`src/hdl/pdm_pkg.sv`:
```
// Constants, state types and decode helpers for the programmable delay monostable.
// Assumes a single 20 MHz system clock; all pins arrive asynchronously to it.
// How it works
// - Pulse length is counting clock divided by power
// - Rising positive trigger starts one pulse
// - Falling negative trigger starts one pulse
// - Oscillator runs always or only during pulse
// - Delay and oscillator start with output high
// - At terminal count clear stages, outputs idle
// - Power-up reset clears all stages
// - Master clear asynchronously ends pulse, blocks triggers
// - Duration is period times ratio, minimum 100ns
// - Retrigger enabled: edges during pulse extend it
// - Retrigger disabled: edges during pulse ignored
// - True output high, complement low during pulse
// - Low range splits counter into three sections
// - Preload then high range ends after one tick
package pdm_pkg;

	// ****************************************************************
	// Counter geometry and ratio decode
	// ****************************************************************
	localparam int COUNT_W = 24;
	localparam int SECT_W = 8;
	localparam int SEL_W = 3;
	localparam int EXP_W = 5;
	localparam logic [EXP_W-1:0] LOW_EXP_BASE = 5'h01;
	localparam logic [EXP_W-1:0] HIGH_EXP_BASE = 5'h11;
	localparam logic [COUNT_W-1:0] COUNT_RESET = 24'h000000;

	// ****************************************************************
	// Timing
	// ****************************************************************
	localparam int CLK_FREQ_MHZ = 20;
	localparam int MIN_PULSE_NS = 100;
	localparam int MIN_PULSE_CYC_RAW = (MIN_PULSE_NS * CLK_FREQ_MHZ + 999) / 1000;
	localparam int MIN_PULSE_CYC = (MIN_PULSE_CYC_RAW < 1) ? 1 : MIN_PULSE_CYC_RAW;
	localparam int MIN_CNT_W = 3;
	localparam logic [MIN_CNT_W-1:0] MIN_CNT_LAST = MIN_CNT_W'(MIN_PULSE_CYC - 1);

	// ****************************************************************
	// Synchronised configuration bit positions
	// ****************************************************************
	localparam int CFG_W = 6;
	localparam int CFG_SEL_LSB = 0;
	localparam int CFG_RANGE = 3;
	localparam int CFG_RETRIG = 4;
	localparam int CFG_OSC_RUN = 5;

	// ****************************************************************
	// State types
	// ****************************************************************
	typedef enum logic [0:0] {
		PDM_IDLE,
		PDM_TIMING
	} pdm_phase_t;

	typedef struct packed {
		pdm_phase_t phase;
		logic pulseOut;
		logic pulseOutN;
		logic oscEnable;
		logic [1:0] posSync;
		logic [1:0] negSync;
		logic [1:0] clkSync;
		logic [1:0][CFG_W-1:0] cfgSync;
		logic posLast;
		logic negLast;
		logic clkLast;
		logic [MIN_CNT_W-1:0] minCnt;
		logic endSeen;
	} pdm_state_t;

	typedef struct packed {
		logic [COUNT_W-1:0] count;
	} pdm_cnt_state_t;

	// Exponent of the division ratio from the select lines
	function automatic logic [EXP_W-1:0] pdm_ratio_exp(input logic highRange,
		input logic [SEL_W-1:0] sel);
		pdm_ratio_exp = (highRange ? HIGH_EXP_BASE : LOW_EXP_BASE) + EXP_W'(sel);
	endfunction

	// Rising edge of a synchronised level against its last sample
	function automatic logic pdm_rise(input logic now, input logic last);
		pdm_rise = now & ~last;
	endfunction

endpackage

```
`src/hdl/pdm_cnt_if.sv`:
```
// Carrier between the pulse controller and its division counter.
// Assumes both ends share sys_clk.
`timescale 1ns/1ns
interface pdm_cnt_if;
	import pdm_pkg::*;
	logic hardClr;
	logic clear;
	logic tick;
	logic splitMode;
	logic [EXP_W-1:0] ratioExp;
	logic terminal;
	logic [COUNT_W-1:0] count;

	modport ctrl (output hardClr, output clear, output tick, output splitMode,
		output ratioExp, input terminal, input count);
	modport cnt (input hardClr, input clear, input tick, input splitMode,
		input ratioExp, output terminal, output count);
endinterface

```
`src/hdl/pdm_counter.sv`:
```
// Twenty-four stage division counter, splittable into three 8-stage sections.
// Assumes the controller gates ticks and holds clear over tick.
`timescale 1ns/1ns
module pdm_counter #(
	parameter int COUNT_BITS = pdm_pkg::COUNT_W,
	parameter int SECT_BITS = pdm_pkg::SECT_W
) (
	// Clock
	input wire logic sys_clk,
	// Controller side
	pdm_cnt_if.cnt ifc
);
	import pdm_pkg::*;

	initial begin
		if (COUNT_BITS != 3 * SECT_BITS || COUNT_BITS != COUNT_W)
			$error("pdm_counter: width must be three sections of the package width");
	end

	pdm_cnt_state_t s;
	pdm_cnt_state_t next_s;
	logic [COUNT_W-1:0] mask;

	always_comb begin
		next_s = s;
		mask = ~(COUNT_W'(24'hffffff) << ifc.ratioExp);
		if (ifc.clear) begin
			next_s.count = COUNT_RESET;
		end else if (ifc.tick) begin
			if (ifc.splitMode) begin
				// Sections clock in parallel so a preload takes 255 ticks
				for (int i = 0; i < 3; i++)
					next_s.count[i*SECT_W +: SECT_W] = s.count[i*SECT_W +: SECT_W] + 8'h01;
			end else begin
				next_s.count = s.count + 24'h000001;
			end
		end
	end

	// Stages one tick short of the ratio; tick qualified by the controller
	// Kept free of tick so the controller's comb logic has no loop
	assign ifc.terminal = &(s.count | ~mask);
	assign ifc.count = s.count;

	always_ff @(posedge sys_clk or posedge ifc.hardClr) begin
		if (ifc.hardClr)
			s <= '{count: COUNT_RESET};
		else
			s <= next_s;
	end

endmodule // pdm_counter

```
`src/hdl/pdm_timer.sv`:
```
// Top of the programmable delay monostable: triggers, pulse control, oscillator gating.
// Assumes every pin input is asynchronous to sys_clk; all but sys_rst and master_clear are synchronised here.
`timescale 1ns/1ns
module pdm_timer #(
	parameter int MIN_CYCLES = pdm_pkg::MIN_PULSE_CYC
) (
	// Clock and power-on reset
	input wire logic sys_clk,
	input wire logic sys_rst,
	// Counting clock pin
	input wire logic clock_osc_in,
	// Triggers
	input wire logic trigPos,
	input wire logic trigNeg,
	// Mode and ratio selection
	input wire logic retrigger_sel,
	input wire logic osc_run_sel,
	input wire logic range_sel,
	input wire logic ratio_sel_0,
	input wire logic ratio_sel_1,
	input wire logic ratio_sel_2,
	// Overriding clear
	input wire logic master_clear,
	// Outputs
	output logic pulseOut,
	output logic pulseOutN,
	output logic oscEnable,
	output logic [pdm_pkg::COUNT_W-1:0] countValue
);
	import pdm_pkg::*;

	initial begin
		if (MIN_CYCLES < 1 || MIN_CYCLES > (1 << MIN_CNT_W))
			$error("pdm_timer: minimum pulse cycles out of range of its counter");
	end

	// ****************************************************************
	// State and counter link
	// ****************************************************************
	localparam logic [MIN_CNT_W-1:0] MIN_LAST = MIN_CNT_W'(MIN_CYCLES - 1);

	pdm_state_t s;
	pdm_state_t next_s;
	pdm_cnt_if cif ();

	logic hardClr;
	logic [CFG_W-1:0] cfg;
	logic posEdge;
	logic negEdge;
	logic clkEdge;
	logic trigger;
	logic minDone;

	// Master clear overrides asynchronously; release is not synchronised
	assign hardClr = sys_rst | master_clear;

	assign cfg = s.cfgSync[1];
	// Edges only on the second synchroniser stage
	assign posEdge = pdm_rise(s.posSync[1], s.posLast);
	assign negEdge = pdm_rise(s.negLast, s.negSync[1]);
	// Both inputs tied together give dual-edge triggering
	assign trigger = posEdge | negEdge;
	// External clock or oscillator arrives on one pin
	assign clkEdge = pdm_rise(s.clkSync[1], s.clkLast);
	assign minDone = (s.minCnt >= MIN_LAST);

	assign cif.hardClr = hardClr;
	assign cif.splitMode = ~cfg[CFG_RANGE];
	assign cif.ratioExp = pdm_ratio_exp(cfg[CFG_RANGE], cfg[CFG_SEL_LSB +: SEL_W]);

	pdm_counter #(
		.COUNT_BITS(COUNT_W),
		.SECT_BITS(SECT_W)
	) u_counter (
		.sys_clk(sys_clk),
		.ifc(cif.cnt)
	);

	// ****************************************************************
	// Next-state logic
	// ****************************************************************
	always_comb begin
		next_s = s;
		cif.clear = 1'b0;
		cif.tick = 1'b0;

		next_s.posSync = {s.posSync[0], trigPos};
		next_s.negSync = {s.negSync[0], trigNeg};
		next_s.clkSync = {s.clkSync[0], clock_osc_in};
		next_s.cfgSync[0] = {osc_run_sel, retrigger_sel, range_sel,
			ratio_sel_2, ratio_sel_1, ratio_sel_0};
		next_s.cfgSync[1] = s.cfgSync[0];
		next_s.posLast = s.posSync[1];
		next_s.negLast = s.negSync[1];
		next_s.clkLast = s.clkSync[1];

		unique case (s.phase)
			PDM_IDLE: begin
				if (trigger) begin
					// Delay starts as the true output rises
					next_s.phase = PDM_TIMING;
					next_s.minCnt = '0;
					next_s.endSeen = 1'b0;
					cif.clear = 1'b1;
				end
			end
			PDM_TIMING: begin
				// Stop counting once the ratio is met, waiting out the floor
				cif.tick = clkEdge & ~s.endSeen;
				if (!minDone)
					next_s.minCnt = s.minCnt + 3'h1;
				if (cif.tick && cif.terminal)
					next_s.endSeen = 1'b1;
				if (trigger && cfg[CFG_RETRIG]) begin
					// Restart beats a coincident terminal count
					next_s.minCnt = '0;
					next_s.endSeen = 1'b0;
					cif.clear = 1'b1;
					cif.tick = 1'b0;
				end else if ((s.endSeen || (cif.tick && cif.terminal)) && minDone) begin
					// Floor of 100 ns holds even at the smallest ratio
					next_s.phase = PDM_IDLE;
					cif.clear = 1'b1;
				end
				// Without retrigger, edges here change nothing
			end
		endcase

		next_s.pulseOut = (next_s.phase == PDM_TIMING);
		next_s.pulseOutN = (next_s.phase != PDM_TIMING);
		// Oscillator gated off between pulses to save power unless osc_run_sel is set
		next_s.oscEnable = cfg[CFG_OSC_RUN] | (next_s.phase == PDM_TIMING);
	end

	// ****************************************************************
	// State register
	// ****************************************************************
	always_ff @(posedge sys_clk or posedge hardClr) begin
		if (hardClr) begin
			// Clear leaves true output low, complement high
			s <= '{phase: PDM_IDLE, pulseOut: 1'b0, pulseOutN: 1'b1, oscEnable: 1'b0,
				posSync: 2'h0, negSync: 2'h3, clkSync: 2'h0, cfgSync: '0,
				posLast: 1'b0, negLast: 1'b1, clkLast: 1'b0, minCnt: '0,
				endSeen: 1'b0};
		end else begin
			s <= next_s;
		end
	end

	assign pulseOut = s.pulseOut;
	assign pulseOutN = s.pulseOutN;
	assign oscEnable = s.oscEnable;
	assign countValue = cif.count;

endmodule // pdm_timer

```
`config.mk`:
```
export PLATFORM = sky130hd
export DESIGN_NAME = pdm_timer
export DESIGN_NICKNAME = d
export VERILOG_FILES = /design/src/hdl/pdm_pkg.sv /design/src/hdl/pdm_cnt_if.sv /design/src/hdl/pdm_counter.sv /design/src/hdl/pdm_timer.sv
export SDC_FILE = /design/constraint.sdc
export NUM_CORES = 1
export LEC_CHECK = 0
export BUFFER_PORTS_ARGS = -buffer_cell sky130_fd_sc_hd__buf_2
export CAP_MARGIN = 20
export CELL_PAD_IN_SITES_DETAIL_PLACEMENT = 1
export CELL_PAD_IN_SITES_GLOBAL_PLACEMENT = 1
export CORE_ASPECT_RATIO = 0.6
export CORE_UTILIZATION = 44
export CTS_BUF_LIST = sky130_fd_sc_hd__clkbuf_16
export DETAILED_ROUTE_END_ITERATION = 6
export PLACE_DENSITY = 0.85
export SYNTH_ARGS = -nofsm -noshare
export SYNTH_HDL_FRONTEND = slang
export SYNTH_HIERARCHICAL = 1
export SYNTH_SLANG_ARGS = --single-unit
```
`constraint.sdc`:
```
create_clock -name sys_clk -period 4.68 [get_ports sys_clk]
set_clock_uncertainty 0.2 [all_clocks]
set_input_delay 0.702 -clock sys_clk [delete_from_list [all_inputs] [get_ports sys_clk]]
set_output_delay 0.702 -clock sys_clk [all_outputs]
set_load 0.005 [all_outputs]
```
# Word level (Yosys, flattened, before mapping)

Cells that the tools add are included.

Add/subtract/negate cells: 6
Multipliers: 0
Div/mod/pow operators: 0
Order comparisons: 1
Eq/ne operators: 3
Shifts and indexed selects: 1
Muxes and demuxes: 18
Bitwise logic cells: 16
Reductions and logical operators: 8

Operators with widths:

| cell                                                               | number |
|---|---|
| 2-to-1 mux 24 bit                                                  | 3 |
| NOT 24 bit                                                         | 2 |
| adder 24 x 1 -> 24 bit (second input constant)                     | 1 |
| adder 8 x 1 -> 8 bit (second input constant)                       | 3 |
| OR 24 bit                                                          | 1 |
| AND reduction 24 bit                                               | 1 |
| << shifter 24 x 5 -> 24 bit (first input constant)                 | 1 |
| 2-to-1 mux 1 bit                                                   | 8 |
| 2-to-1 mux 4 bit                                                   | 2 |
| one-hot mux 4 bit (2 select lines)                                 | 1 |
| NOT 1 bit                                                          | 6 |
| adder 5 x 3 -> 5 bit                                               | 1 |
| 2-to-1 mux 5 bit                                                   | 1 |
| AND 1 bit                                                          | 4 |
| one-hot mux 1 bit (2 select lines)                                 | 2 |
| AND reduction 2 bit                                                | 2 |
| adder 3 x 1 -> 3 bit (second input constant)                       | 1 |
| greater-or-equal comparator 3 x 1 -> 1 bit (second input constant) | 1 |
| logical AND 1 bit                                                  | 3 |
| 2-to-1 mux 3 bit                                                   | 1 |
| != test 3 x 1 -> 1 bit (second input constant)                     | 1 |
| != test 3 x 2 -> 1 bit (second input constant)                     | 1 |
| OR 1 bit                                                           | 3 |
| != test 2 bit (second input constant)                              | 1 |
| other kinds (2)                                                    | 2 |

Register bits: 52
Bits in latches: 0
Memory bits (writable): 0
ROM bits: 0
Word-level logic and storage cells: 67
Memories kept: 0

# Depth between registers and ports, before layout

Depth in word-level cells: 14
Gate-level depth with buffers: 17

# By module

The synthesis kept the hierarchy.

By module, submodules not included:

| module      | times used | cells an instance | area each (µm²) |
|---|---|---|---|
| pdm_counter | 1          | 189               | 1602.8 |
| pdm_timer   | 1          | 65                | 972.2 |

# Worst setup path after synthesis

OpenSTA, ideal clock, no wires.

Path kind: reg-to-reg
From: register s, in the netlist cfg[0]
To: register u_counter.s, in the netlist u_counter/ifc.count[20]
Setup time: 0.078 ns
Data arrival time: 3.153 ns
Required time: 4.402 ns
Setup slack: 1.249 ns
Cell stages (with the launch flop): 17
Path buffers: 1
Period minus slack after synthesis: 3.431 ns
Path through: dfrtp_1 -> ha_1 -> xor2_1 -> buf_1 -> nor2_1 -> a21oi_1 -> nor4_1 -> o2111ai_1 -> a211oi_1 -> and3b_1 -> nor2_1 -> o21bai_1 -> o21ai_0 -> nor3_1 -> a31oi_1 -> or3_1 -> a21oi_1

Word-level cells in the longest chain between the ends: 13

RTL lines:

| element                                                 | RTL line          | RTL |
|---|---|---|
| start, declared                                         | pdm_timer.sv:42   | `pdm_state_t s;` |
| start signal, assigned                                  | pdm_timer.sv:141  | `s <= '{phase: PDM_IDLE, pulseOut: 1'b0, pulseOutN: 1'b1, oscEnable: 1'b0,` |
| start signal, assigned                                  | pdm_timer.sv:146  | `s <= next_s;` |
| adder 5 x 3 -> 5 bit *                                  | pdm_pkg.sv:81     | `pdm_ratio_exp = (highRange ? HIGH_EXP_BASE : LOW_EXP_BASE) + EXP_W'(sel);` |
| named net cif.ratioExp[2]                               | pdm_cnt_if.sv:10  | `logic [EXP_W-1:0] ratioExp;` |
| << shifter 24 x 5 -> 24 bit *                           | pdm_counter.sv:26 | `mask = ~(COUNT_W'(24'hffffff) << ifc.ratioExp);` |
| NOT 24 bit *                                            | pdm_counter.sv:26 |  |
| NOT 24 bit *                                            | pdm_counter.sv:42 | `assign ifc.terminal = &(s.count \| ~mask);` |
| OR 24 bit *                                             | pdm_counter.sv:42 |  |
| AND reduction 24 bit *                                  | pdm_counter.sv:42 |  |
| named net cif.terminal                                  | pdm_cnt_if.sv:11  | `logic terminal;` |
| logical AND 1 bit *                                     | pdm_timer.sv:120  | `end else if ((s.endSeen \|\| (cif.tick && cif.terminal)) && minDone) begin` |
| logical OR 1 bit *                                      | pdm_timer.sv:120  |  |
| logical AND 1 bit *                                     | pdm_timer.sv:120  |  |
| 2-to-1 mux 1 bit *                                      | pdm_timer.sv:120  |  |
| 2-to-1 mux 1 bit *                                      | pdm_timer.sv:114  | `if (trigger && cfg[CFG_RETRIG]) begin` |
| one-hot mux 1 bit (2 select lines) *                    | pdm_timer.sv:97   | `unique case (s.phase)` |
| named net cif.clear                                     | pdm_cnt_if.sv:7   | `logic clear;` |
| 2-to-1 mux 24 bit or nonzero test 2 bit (tied branches) | --                |  |
| end signal, assigned                                    | pdm_counter.sv:47 | `s <= '{count: COUNT_RESET};` |
| end signal, assigned                                    | pdm_counter.sv:49 | `s <= next_s;` |
| end, declared                                           | pdm_counter.sv:20 | `pdm_cnt_state_t s;` |

Mark *: on every way through the listed nets, which the timed path passes. The rest lies on a longest branch.
A chain may end at the register's enable or synchronous reset.

# Worst setup path after layout

From: register s, in the netlist cfg[0]
To: register u_counter.s, in the netlist u_counter/ifc.count[21]

The elaborated chain is that of the path after synthesis.

==> results.txt <==
The flow ran to the end, and the final reports show no timing, DRC or antenna violations. The design draws 1.15 mW. Measured along the x axis, the die boundary spans 101 um. The largest total area in the synthesized netlist belongs to sky130_fd_sc_hd__dfrtp_1.

The run gives 0 as the post-detailed-route DRC marker count. By count the netlist is led by sky130_fd_sc_hd__dfrtp_1 (48), sky130_fd_sc_hd__nor2_1 (32), sky130_fd_sc_hd__a21oi_1 (14), sky130_fd_sc_hd__nand2_1 (14), sky130_fd_sc_hd__o21ai_0 (14). The worst reg-to-reg path cell count was 14. The worst hold-check path type was register to register.

After Yosys synthesis, XOR and XNOR cells account for 5.78% of the synthesized area. After detailed routing, the average wire length per cell comes to 18.5 um. In the synthesized netlist, the number of instances is 254.

At the end of routability-driven placement, the weighted congestion stood at 0.965. The critical path runs through a total of 14 cells. The synthesized netlist devotes 2.92% of its cell area to adder and majority cells. The layout cell share with drive strength beyond 1 is 23.5%, and the register-to-register path setup slack is 0.44 ns.

Post-synthesis async set-or-reset flop share: 100%. The boundary pin count is 39, and the number of register bits inferred by synthesis is 52. The initial antenna violation count is 0. The synthesized area per cell came out at 10.1 sq um.

For the detailed-routing iteration count for the pre-antenna-repair pass, the log shows 4. The H-tree depth was 2. The floorplan step set the die height to 61.3 um. The tools report the kind of start point of the critical path as a register. After synthesis, the cell types taking the most area are sky130_fd_sc_hd__dfrtp_1 (47%), sky130_fd_sc_hd__nor2_1 (4.7%), sky130_fd_sc_hd__dfstp_2 (4.1%). The number of sinks handled by clock tree synthesis was 52.

The met3 layer wire length in the routed design was 295 um; the area of the placeable core was 5600 sq um. The remaining antenna violation count was 0; the row count was 21. Yosys mapped a number of flops with a built-in enable equal to 0.

After clock tree synthesis, the clock-pin slew on the worst setup and hold paths is 0.07 ns. TritonCTS built the clock tree. The portion of synthesized cell area occupied by the leading cell type is 46.6%. The net count after synthesis came out at 272.

The run gives 2 as the maximum buffer depth of the clock tree. The number of gates resized after CTS was 0. Max-cap violations in this run came to 0. In this run the power density over the cells is 381 nW/um^2. Counting distinct cell types in the post-synthesis netlist gives 55. After layout, the worst path uses 90.7% of the clock period. The tools report the warning count from the yosys run as 6. The final count of negative-setup-slack endpoints is 0, and the post-detailed-route via-to-cell ratio is 5.68. The logs give 46.0% for the starting density of the core and 0 for the cts-stage hold buffer count.

After routing, the total negative slack on setup checks comes to 0 ns. The net count of the finished layout is 311. The maximum net fanout on the critical path works out to 11. After Yosys synthesis, and, or, nand and nor cells account for 20.6% of the synthesized area.

For this design the static power due to leakage is 1.42 nW. The mux contribution to synthesized area was 0.777%; the wire length on met2 was 3150 um. Across every metal layer, demand over resource in global routing totals 24.9%. The critical path buffer and inverter count was 0. After synthesis, the largest family of logic cells by area is simple AND/OR/NAND/NOR gates.

The most used flip-flop cell after synthesis was sky130_fd_sc_hd__dfrtp_1. The total length of routed wires was 6930 um; the hold violation total from the final report was 0. The portion of the post-synthesis area used by sequential elements was 50.7%. STA classifies the critical path endpoint as a register. The largest incremental delay on the critical path works out to 0.45 ns. The logs give 2125 for the via count and 2102 for the number of global-route vias before repair. The worst path needs 4.24 ns of the cycle, external delays included. Actual slew at the worst max-slew pin: 0.947 ns. The worst pin sits at a relative slew slack of 36.8%. The synthesized netlist occupies a cell area of 2570 sq um. Setup repair after global routing left no endpoint under its margin. The signal on the critical path passes through ha_1, nor2_1, a21oi_1, nor4_1, o2111ai_1, a211oi_1, and3b_1, nor2_1, o21bai_2, or2_0, nand4_2, or2_0, or3_1, a21oi_1. The post-synthesis to final-layout area growth is 17.2%, and the number of setup buffers added after CTS is 0. The die covers 6170 sq um. The count of buffers added on input and output ports is 38. VDD sags by at most 0.000176 V. The global-route congestion overflow total came out at 0.

STA puts the critical path data arrival time at 4.26 ns. The worst hold path was traced through 0 stages. The starting DRC count in detailed routing came out at 166.

The total count of max-transition violations in the final report was 0. CTS placed an instance of sky130_fd_sc_hd__clkbuf_16 at the clock tree root. The run gives 622 as the fill cell instance count of the final layout. Clock latency on the worst-skew pair, taken at its later pin, is 0.29 ns. The detailed router put a total of 3430 um of wire on met1.

The highest layer touched by signal routing is met4. Static timing analysis puts the maximum clock frequency at 236 MHz. The synthesized netlist devotes 16.1% of its cell area to compound gates.

For the wire length of the first global-routing pass, the log shows 11300 um. The kind of cell with the highest combined delay along the critical path is simple AND/OR/NAND/NOR gates. The leading cell type by number of instances after synthesis is sky130_fd_sc_hd__dfrtp_1.

The critical path is of the register to register type. For this design, the slowest cell found on the critical path is sky130_fd_sc_hd__ha_1. The tools report the detailed-placement wirelength estimate as 4950 um. Largest net degree at the start of global routing: 30. The logs give 4.69 ns for the required time of the critical path and 53.9% for the final core utilization.

For the count of inserted antenna diode cells, the log shows 0. Number of clock buffers inserted by TritonCTS: 5.
[layer usage]
metal  global-route usage (%)  vias up
met5                        0        -
met4                     8.28        0
met3                     5.22        5
met2                     37.7       59
met1                     36.0     1066
li1                         -      995
[registers in the layout, indices dropped and copies added, names as in the netlist]
register and count:
next_s 12, pulseOut 1, cfg 6, pulseOutN 1, s 7, oscEnable 1
u_counter/ifc.count 24
[layout by cell type (no fill, tap or decap), drive strengths merged, types with 6 or more instances in the layout]
cell type   n
nor2       32
a31oi       6
dfrtp      48
o21ai      14
ha          6
a21oi      15
nand4       8
inv        13
xor2       12
buf        41
nand2      14
[cell type report]
type,count,area [sq um],share of cell area (%)
Multi-Input combinational cell,181,1200,39.8
Sequential cell,52,1310,43.3
Clock buffer,5,125,4.15
Tap cell,80,100,3.32
Inverter,12,45.0,1.49
Timing Repair Buffer,41,213,7.05
Clock inverter,3,27.5,0.912
[final timing paths]
kind	from	end
worst max-delay path	cfg[0]	u_counter/ifc.count[21]
worst min-delay path	next_s[18]	cfg[5]
worst max register to register	cfg[0]	u_counter/ifc.count[21]
worst min register to register	next_s[18]	cfg[5]
max in group asynchronous	master_clear	u_counter/ifc.count[4]
min in group asynchronous	sys_rst	next_s[20]
[cell families (layout without fill, tap and decap cells)]
| kind of cell | Yosys count | in the layout |
|---|---|---|
| simple gates | 94 | 94 |
| compound gates | 62 | 62 |
| flops | 52 | 52 |
| buf+inv | 21 | 61 |
| xor+xnor | 17 | 17 |
| fa+ha+maj | 6 | 6 |
| mux | 2 | 2 |
[report_power, final]
group	switching [mW]	total [mW]	leakage (nW)	internal [mW]
Combinational	0.117	0.213	0.682	0.0961
Sequential	0.0716	0.560	0.663	0.489
Clock	0.174	0.377	0.0719	0.203
Total	0.363	1.15	1.42	0.788
[metrics by stage]
step,hold WS (ns),instances,area [sq um],setup slack [ns]
finish,0.150,374,3020,0.435
global route,0.155,374,3020,0.105
CTS,0.153,374,3020,0.489
detailed placement,0.136,366,2860,0.577
global placement,0.134,366,2860,0.904
floorplan,0.131,254,2570,1.25
(Power assumes the default switching activity.)
